**config.mk**
```make
export PLATFORM = sky130hd
export DESIGN_NAME = ext_irq_detect
export DESIGN_NICKNAME = d
export VERILOG_FILES = /design/src/irq_detect_pkg.sv /design/src/phase1_div.sv /design/src/ext_irq_detect.sv
export SDC_FILE = /design/constraint.sdc
export NUM_CORES = 1
export LEC_CHECK = 0
export ABC_AREA = 1
export BUFFER_PORTS_ARGS = -buffer_cell sky130_fd_sc_hd__clkbuf_2
export CAP_MARGIN = 20
export CORE_UTILIZATION = 35
export DETAILED_ROUTE_END_ITERATION = 16
export HOLD_SLACK_MARGIN = 0.15
export PLACE_DENSITY = 0.56
export SLEW_MARGIN = 20
export SYNTH_ARGS = -nofsm -noshare
export SYNTH_HDL_FRONTEND = slang
export SYNTH_SLANG_ARGS = --single-unit
```
**constraint.sdc**
```tcl
create_clock -name sys_clk -period 1.4 [get_ports sys_clk]
set_clock_uncertainty 0.2 [all_clocks]
set_input_delay 0.21 -clock sys_clk [delete_from_list [all_inputs] [get_ports sys_clk]]
set_output_delay 0.21 -clock sys_clk [all_outputs]
set_load 0.01 [all_outputs]
```
**src/irq_detect_pkg.sv**
```systemverilog
// Package for the external interrupt detect and acknowledge block.
// Assumes a single 50 MHz system clock; phase-1 timing comes from a divider.
package irq_detect_pkg;

    localparam int unsigned NUM_IRQ          = 4;
    localparam int unsigned CLK_PERIOD_NS    = 20;
    // Phase-1 period in ns; the falling edge is a one-cycle enable.
    localparam int unsigned PHASE1_PERIOD_NS = 40;
    localparam int unsigned PHASE1_DIV       =
        (PHASE1_PERIOD_NS + CLK_PERIOD_NS - 1) / CLK_PERIOD_NS;
    localparam logic [3:0]  IRQ_IDLE_N       = 4'hf;
    localparam logic [3:0]  FLAGS_RESET      = 4'h0;
    localparam logic [1:0]  REARM_PH1        = 2'h2;

    // Acknowledge pipeline position, Gray coded along the usual path.
    typedef enum logic [1:0] {
        ACK_IDLE   = 2'b00,
        ACK_FETCH  = 2'b01,
        ACK_DECODE = 2'b11,
        ACK_READ   = 2'b10
    } ack_state_t;

    typedef struct packed {
        logic       fetch_boundary;
        logic       ack_fetched;
        logic [3:0] clear;
    } cpu_ctl_t;

endpackage : irq_detect_pkg

```
**src/phase1_div.sv**
```systemverilog
// Phase clock divider: one-cycle rise and fall enables of phase1_clock.
// Assumes PHASE1_DIV is at least 2.
`timescale 1ns/10ps
`default_nettype none
module phase1_div
(
    input  wire logic sys_clk,
    input  wire logic rst_n,
    output logic      phase1_clock,
    output logic      ph1_rise,
    output logic      ph1_fall
);
    logic [7:0] cnt;
    logic [7:0] next_cnt;
    logic       next_clock;

    always_comb
    begin
        if (cnt == 8'(irq_detect_pkg::PHASE1_DIV - 1))
            next_cnt = 8'h00;
        else
            next_cnt = cnt + 8'h01;
        next_clock = (cnt == 8'h00);
    end

    always_ff @(posedge sys_clk or negedge rst_n)
    begin
        if (!rst_n)
        begin
            cnt          <= 8'h00;
            phase1_clock <= 1'b0;
        end
        else
        begin
            cnt          <= next_cnt;
            phase1_clock <= next_clock;
        end
    end

    assign ph1_rise = (cnt == 8'h00);
    assign ph1_fall = (cnt == 8'h01);
endmodule : phase1_div
`default_nettype wire

```
**src/ext_irq_detect.sv**
```systemverilog
// External interrupt detect and acknowledge strobe logic.
// Assumes the CPU core supplies fetch boundaries, flag clears and the
// acknowledge instruction; pins may be asynchronous to sys_clk.
// Functional notes
// - Four active-low interrupt pins are synchronised inside the device.
// - Each pin works level- or edge-sensitive.
// - Pins are sampled only at the phase-1 falling edge.
// - The CPU sees requests (irq_taken) only at instruction-fetch boundaries.
// - Edge select 1 detects high-to-low transitions synchronously.
// - A flag may set again at the first phase-1 falling edge after clearing.
// - A clear coinciding with a low sample wins; flag stays clear.
// - A late pin change may be recognised one cycle later.
// - Acknowledge strobe goes active at phase-1 rise starting decode.
// - Acknowledge strobe goes inactive at phase-1 rise starting read.
// - Strobe pulses on each acknowledge instruction fetched while idle, serviced or not.
`timescale 1ns/10ps
`default_nettype none
module ext_irq_detect
(
    input  wire logic                    sys_clk,
    input  wire logic                    rst_n,
    input  wire logic [3:0]              ext_irq_inputs_n,
    input  wire logic [3:0]              edge_select,
    input  wire irq_detect_pkg::cpu_ctl_t cpu_ctl,
    output logic                         phase1_clock,
    output logic [3:0]                   irq_flags,
    output logic [3:0]                   irq_taken,
    output logic                         irq_ack_strobe
);
    // =========================================================
    // Phase clock
    // =========================================================
    logic ph1_rise;
    logic ph1_fall;

    phase1_div u_div
    (
        .sys_clk      (sys_clk),
        .rst_n        (rst_n),
        .phase1_clock (phase1_clock),
        .ph1_rise     (ph1_rise),
        .ph1_fall     (ph1_fall)
    );

    // =========================================================
    // Synchroniser and detection
    // =========================================================
    logic [3:0] sync1;
    logic [3:0] sync2;
    logic [3:0] sampled;
    logic [3:0] next_sampled;
    logic [3:0] next_flags;
    logic [3:0] next_taken;
    logic [3:0] req;

    // A pin moving near the sampling edge may slip one cycle late.
    always_ff @(posedge sys_clk or negedge rst_n)
    begin
        if (!rst_n)
        begin
            sync1 <= irq_detect_pkg::IRQ_IDLE_N;
            sync2 <= irq_detect_pkg::IRQ_IDLE_N;
        end
        else
        begin
            sync1 <= ext_irq_inputs_n;
            sync2 <= sync1;
        end
    end

    generate
        for (genvar i = 0; i < 4; i++)
        begin : g_chan
            always_comb
            begin
                // Level: low sample; edge: previous high, now low.
                if (edge_select[i])
                    req[i] = sampled[i] & ~sync2[i];
                else
                    req[i] = ~sync2[i];
                next_sampled[i] = ph1_fall ? sync2[i] : sampled[i];
                next_flags[i] = irq_flags[i];
                if (ph1_fall && req[i])
                    next_flags[i] = 1'b1;
                // Clear beats a coincident sample; re-arm after.
                if (cpu_ctl.clear[i])
                    next_flags[i] = 1'b0;
                next_taken[i] = cpu_ctl.fetch_boundary & irq_flags[i];
            end
        end
    endgenerate

    always_ff @(posedge sys_clk or negedge rst_n)
    begin
        if (!rst_n)
        begin
            sampled   <= irq_detect_pkg::IRQ_IDLE_N;
            irq_flags <= irq_detect_pkg::FLAGS_RESET;
            irq_taken <= irq_detect_pkg::FLAGS_RESET;
        end
        else
        begin
            sampled   <= next_sampled;
            irq_flags <= next_flags;
            irq_taken <= next_taken;
        end
    end

    // =========================================================
    // Acknowledge strobe
    // =========================================================
    irq_detect_pkg::ack_state_t ack_state;
    irq_detect_pkg::ack_state_t next_ack_state;
    logic                       next_strobe;

    always_comb
    begin
        next_ack_state = ack_state;
        next_strobe    = irq_ack_strobe;
        case (ack_state)
            irq_detect_pkg::ACK_IDLE:
                // Any acknowledge instruction runs, serviced or not.
                if (cpu_ctl.ack_fetched)
                    next_ack_state = irq_detect_pkg::ACK_FETCH;
            irq_detect_pkg::ACK_FETCH:
                if (ph1_rise)
                begin
                    next_ack_state = irq_detect_pkg::ACK_DECODE;
                    next_strobe    = 1'b1;
                end
            irq_detect_pkg::ACK_DECODE:
                if (ph1_rise)
                begin
                    next_ack_state = irq_detect_pkg::ACK_READ;
                    next_strobe    = 1'b0;
                end
            irq_detect_pkg::ACK_READ:
                next_ack_state = irq_detect_pkg::ACK_IDLE;
            default:
                next_ack_state = irq_detect_pkg::ACK_IDLE;
        endcase
    end

    always_ff @(posedge sys_clk or negedge rst_n)
    begin
        if (!rst_n)
        begin
            ack_state      <= irq_detect_pkg::ACK_IDLE;
            irq_ack_strobe <= 1'b0;
        end
        else
        begin
            ack_state      <= next_ack_state;
            irq_ack_strobe <= next_strobe;
        end
    end

    // =========================================================
    // Assertions
    // =========================================================
    // Channels share one generate body, so a few bits stand for all four.
    a_flag_clear_wins: assert property (@(posedge sys_clk) disable iff (!rst_n)
        cpu_ctl.clear[0] |=> !irq_flags[0])
        else $error("flag set despite clear");
    a_level_sets: assert property (@(posedge sys_clk) disable iff (!rst_n)
        (ph1_fall && !edge_select[0] && !sync2[0] && !cpu_ctl.clear[0])
        |=> irq_flags[0])
        else $error("level sample did not set flag");
    a_edge_only: assert property (@(posedge sys_clk) disable iff (!rst_n)
        (!irq_flags[0] && edge_select[0] && ph1_fall && !sampled[0])
        |=> !irq_flags[0])
        else $error("edge mode set on held low");
    a_sample_gate: assert property (@(posedge sys_clk) disable iff (!rst_n)
        (!ph1_fall && !irq_flags[1]) |=> !irq_flags[1])
        else $error("flag set outside sampling edge");
    a_taken_fetch: assert property (@(posedge sys_clk) disable iff (!rst_n)
        irq_taken[0] |-> $past(cpu_ctl.fetch_boundary))
        else $error("taken outside fetch boundary");
    a_sync_delay: assert property (@(posedge sys_clk) disable iff (!rst_n)
        ##2 sync2 == $past(ext_irq_inputs_n, 2))
        else $error("synchroniser delay wrong");
    a_strobe_rise: assert property (@(posedge sys_clk) disable iff (!rst_n)
        $rose(irq_ack_strobe) |-> $past(ph1_rise))
        else $error("strobe rose off phase-1 rise");
    a_strobe_fall: assert property (@(posedge sys_clk) disable iff (!rst_n)
        $fell(irq_ack_strobe) |-> $past(ph1_rise) && ack_state ==
        irq_detect_pkg::ACK_READ)
        else $error("strobe fell off read start");
    a_strobe_pulse: assert property (@(posedge sys_clk) disable iff (!rst_n)
        (ack_state == irq_detect_pkg::ACK_IDLE && cpu_ctl.ack_fetched)
        |-> ##[1:6] irq_ack_strobe)
        else $error("no strobe for acknowledge");
    a_strobe_width: assert property (@(posedge sys_clk) disable iff (!rst_n)
        $rose(irq_ack_strobe) |=> irq_ack_strobe ##1 !irq_ack_strobe)
        else $error("strobe not one phase-1 period");
    a_ph1_high: assert property (@(posedge sys_clk) disable iff (!rst_n)
        ph1_rise |=> phase1_clock)
        else $error("phase-1 clock not high after rise");
    a_ph1_low: assert property (@(posedge sys_clk) disable iff (!rst_n)
        ph1_fall |=> !phase1_clock)
        else $error("phase-1 clock not low after fall");
    a_edge_sets: assert property (@(posedge sys_clk) disable iff (!rst_n)
        (ph1_fall && edge_select[1] && sampled[1] && !sync2[1]
        && !cpu_ctl.clear[1]) |=> irq_flags[1])
        else $error("edge mode missed a falling edge");
    a_taken_flag: assert property (@(posedge sys_clk) disable iff (!rst_n)
        irq_taken[3] |-> $past(irq_flags[3]))
        else $error("taken without a flag");

    c_level_irq: cover property (@(posedge sys_clk) disable iff (!rst_n)
        !edge_select[0] ##1 $rose(irq_flags[0]));
    c_edge_irq: cover property (@(posedge sys_clk) disable iff (!rst_n)
        edge_select[2] ##1 $rose(irq_flags[2]));
    c_clear_race: cover property (@(posedge sys_clk) disable iff (!rst_n)
        cpu_ctl.clear[0] && ph1_fall && !sync2[0]);
    c_ack_pulse: cover property (@(posedge sys_clk) disable iff (!rst_n)
        $fell(irq_ack_strobe));
    c_taken: cover property (@(posedge sys_clk) disable iff (!rst_n)
        $rose(irq_taken[3]));
endmodule : ext_irq_detect
`default_nettype wire

```
==> results_tabular.tex <==
\begin{tabular}{lr}
\hline
Metric & Value \\
\hline
\multicolumn{2}{l}{\textbf{Synth}} \\
\quad Largest family of logic cells by synthesized area & simple AND/OR/NAND/NOR gates \\
\quad Synth Area in Adders & 2.89\% \\
\quad Post-synthesis register bit count & 32 \\
\quad Fraction of the yosys area taken by sequential cells & 62.8\% \\
\quad Warning count from the yosys run & 0 \\
\quad Combined area of all synthesized cells & 0.00130 mm2 \\
\quad Gate count after technology mapping & 119 \\
\quad Multiplexer area fraction after synthesis & 0\% \\
\quad Most area-hungry cell type in the Yosys netlist & dfrtp\_1 \\
\quad Avg Cell Area, Syn & 10.9 um2 \\
\quad Post-synthesis net count & 138 \\
\quad Post-Synth Simple-Gate Area & 17.1\% \\
\quad Number of distinct library cells after synthesis & 20 \\
\quad Compound-cell area share of the yosys netlist & 6.65\% \\
\quad Parity-gate share of the synthesized area counting xor and xnor cells & 2.70\% \\
\quad Cell types occupying the most area after synthesis & dfrtp\_1 39\%, dfstp\_2 24\%, inv\_1 6.4\%, nand2\_1 5.2\%, a21oi\_1 3.9\% \\
\quad Top-area cell type share of the netlist area & 38.5\% \\
\multicolumn{2}{l}{\textbf{Route}} \\
\quad Vias & 942 \\
\quad DRC violation count after routing & 0 \\
\quad DRT Wirelength & 2.30 mm \\
\quad Number of iterations in the first detailed-routing pass & 3 \\
\quad Via density & 4.21 \\
\quad Initial drt markers & 14 \\
\quad Wire length per cell after detailed routing & 10.3 um \\
\quad Antenna violation net count after detailed routing & 0 \\
\multicolumn{2}{l}{\textbf{GRT}} \\
\quad Number of global-route vias before repair & 915 \\
\quad First-pass GRT wire length & 3.90 mm \\
\quad Remaining Overflow, GRT & 0 \\
\quad Pin count of the biggest net entering global routing & 22 \\
\quad Overall global routing resource usage & 12.9\% \\
\quad Number of antenna violations at the first check in global routing & 0 \\
\multicolumn{2}{l}{\textbf{Clock tree}} \\
\quad CTS tree & built \\
\quad Clk\_lat worst skew & 0.28 ns \\
\quad Level count of the clock H-tree & 2 \\
\quad Cts bufs inserted & 5 \\
\quad Sink Count & 32 \\
\quad Clock slew seen by the registers of the worst setup and hold paths & 0.07 ns \\
\quad CTS max path bufs & 2 \\
\quad Clock tree root buffer cell & clkbuf\_8 \\
\multicolumn{2}{l}{\textbf{Pwr}} \\
\quad Int Power & 1.58 mW \\
\quad Power density of the placed cells & 1080 mW/mm2 \\
\quad Peak supply drop & 0.602 mV \\
\quad Part of the power in combinational logic & 10.9\% \\
\quad Part of the total power dissipated in the clock network & 37.7\% \\
\quad Lkg Pwr & 0.985 nW \\
\quad Total net switching power & 0.494 mW \\
\quad Switching power as a share of total power & 23.9\% \\
\quad Relative contribution of sequential cells to total power & 51.4\% \\
\quad Overall power consumption & 2.07 mW \\
\multicolumn{2}{l}{\textbf{Floorplan}} \\
\quad Core area & 0.00344 mm2 \\
\quad Die span in x & 62.9 um \\
\quad Ports placed on the boundary & 26 \\
\quad Initial core utilization & 37.7\% \\
\quad Die Y & 62.9 um \\
\quad Area of the die & 0.00396 mm2 \\
\quad Cell Rows & 21 \\
\multicolumn{2}{l}{\textbf{Cells and area}} \\
\quad Area delta synth->final & 47.6\% \\
\quad Proportion of layout cells with a drive suffix above 1 & 45.5\% \\
\quad Net count of the finished layout & 196 \\
\quad Final non-filler cell area & 0.00192 mm2 \\
\quad Antenna diodes & 0 \\
\multicolumn{2}{l}{\textbf{Timing}} \\
\quad Setup repair after global routing missed its margin & yes \\
\quad Final setup slack of the worst path & -0.0267 ns \\
\quad Peak Freq & 701 MHz \\
\quad Minimum clock period after layout & 1.43 ns \\
\quad Count of final setup violators & 3 \\
\quad Max-slew violation count & 0 \\
\quad Crit share post-route & 102\% \\
\quad Measured slew at the worst slew-check pin & 0.327 ns \\
\quad Hold violation count in the final report & 0 \\
\quad Headroom to the max-slew limit & 78.2\% \\
\multicolumn{2}{l}{\textbf{Worst setup path}} \\
\quad Worst Setup End Kind & flop \\
\quad Data arrival time of the critical path & 1.42 ns \\
\quad CP required & 1.40 ns \\
\quad Kind of start point of the critical path & flop \\
\quad Highest fanout seen on the critical path & 6 \\
\quad Category of the critical setup timing path & flop to flop \\
\multicolumn{2}{l}{\textbf{Outcome}} \\
\quad Outcome & finished with violations \\
\quad Violations in the final reports & negative setup slack \\
\multicolumn{2}{l}{\textbf{Flow run}} \\
\quad Max-cap violation count & 0 \\
\multicolumn{2}{l}{\textbf{Place}} \\
\quad Global placement routability congestion & 0.696 \\
\quad Placed standard-cell area & 0.00153 mm2 \\
\quad Half-perimeter wire length after placement & 1.45 mm \\
\quad Port Buf Inserts & 25 \\
\multicolumn{2}{l}{\textbf{Min path}} \\
\quad Class of the tightest hold or removal check & primary input to asynchronous set/reset pin \\
\hline
\end{tabular}
metrics by stage:
stage	setup slack [ns]	std cells	hold slack, ns	utilization, %	setup TNS (ns)
floorplan	0.0833	119	-0.286	-	0
global placement	0.0266	195	-0.0818	44.5	0
detailed placement	0.000386	195	-0.0764	44.5	0
CTS	0.000536	219	0.157	52.1	0
global route	-0.0796	224	0.161	55.7	-0.462
finish	-0.0267	224	0.156	55.7	-0.0423
state kept, by name (all words and copies together) (netlist names), 2 cells and up:
signal	count
u_div.cnt	8
irq_flags	4
irq_taken	4
sampled	4
sync1	4
sync2	4
ack_state	2
cells by family (layout without fill, tap and decap cells):
family	Yosys count	after routing
buffers and inverters	23	82
AO/OA/AOI/OAI	15	15
adder cells (fa/ha/maj)	3	3
flip-flops	32	32
AND/OR/NAND/NOR	42	42
XOR/XNOR	4	4
worst max-delay path, stage by stage (launching register included):
cell,delay (ns)
dfrtp_2,0.44
ha_4,0.17
nand2_4,0.07
nor2_8,0.06
buf_6,0.12
buf_6,0.10
nor3b_2,0.18
timing repair:
action	4_1_cts	5_1_grt
endpoints found under the setup margin	5	14
endpoints found under the hold margin	45	0
hold buffers	15	0
buffers inserted	1	5
gates resized for setup	0	25
pin swaps	1	7
layout make-up:
class                           instances  area, um2
Sequential cell                        32        817
Fill cell                             306       1530
Inverter                               22       82.6
Clock inverter                          1       5.00
Tap cell                               46       57.6
Multi-Input combinational cell         64        452
Clock buffer                            7       97.6
Timing Repair Buffer                   52        405
worst paths after layout:
kind	from	endpoint	slack, ns	cells past startpoint
setup / recovery	u_div.cnt[0]	u_div.cnt[2]	-0.03	6
hold / removal	rst_n	irq_flags[1]	0.16	2
setup reg to reg	u_div.cnt[0]	u_div.cnt[2]	-0.03	6
hold reg to reg	sync1[2]	sync2[2]	0.16	0
max in group asynchronous	rst_n	sync2[0]	0.35	3
min in group sys_clk	sync1[2]	sync2[2]	0.16	0
routing by layer:
metal | up-vias | part of all wire, % | wire length, um | global-route usage (%)
met3 | 4 | 4.3 | 98 | 4.38
li1 | 474 | - | - | -
met5 | - | 0 | 0 | 0
met1 | 443 | 42 | 971 | 14.7
met4 | 0 | 1.2 | 28 | 6.10
met2 | 21 | 52 | 1200 | 21.5
power groups by stage:
stage | sequential, mW | clock [mW] | combinational, mW
2_1_floorplan | 1.08 | 0 | 0.0912
3_3_place_gp | 1.07 | 0 | 0.182
3_5_place_dp | 1.08 | 0 | 0.189
4_1_cts | 1.06 | 0.806 | 0.224
5_1_grt | 1.08 | 0.845 | 0.261
6_report | 1.06 | 0.781 | 0.227
synth_stat cells, drive strengths merged:
library cell and n:
nand4 1, xor2 4, dfstp 12, nand3 3
nand2 23, o21ai 5, buf 1, inv 22
ha 3, dfrtp 20, nor2 14, nor3b 1
a21oi 10
cell usage in the layout, fill, tap and decap left out, types with 5 or more instances in the layout:
cell type,instances
a21oi_1,8
buf_4,6
clkbuf_2,25
clkbuf_8,5
dfrtp_1,19
dfstp_2,12
dlygate4sd3_1,15
inv_1,21
nand2_1,17
nand2_4,5
nor2_1,6
nor2_2,5
No activity file was read; power rests on OpenSTA's default activity.
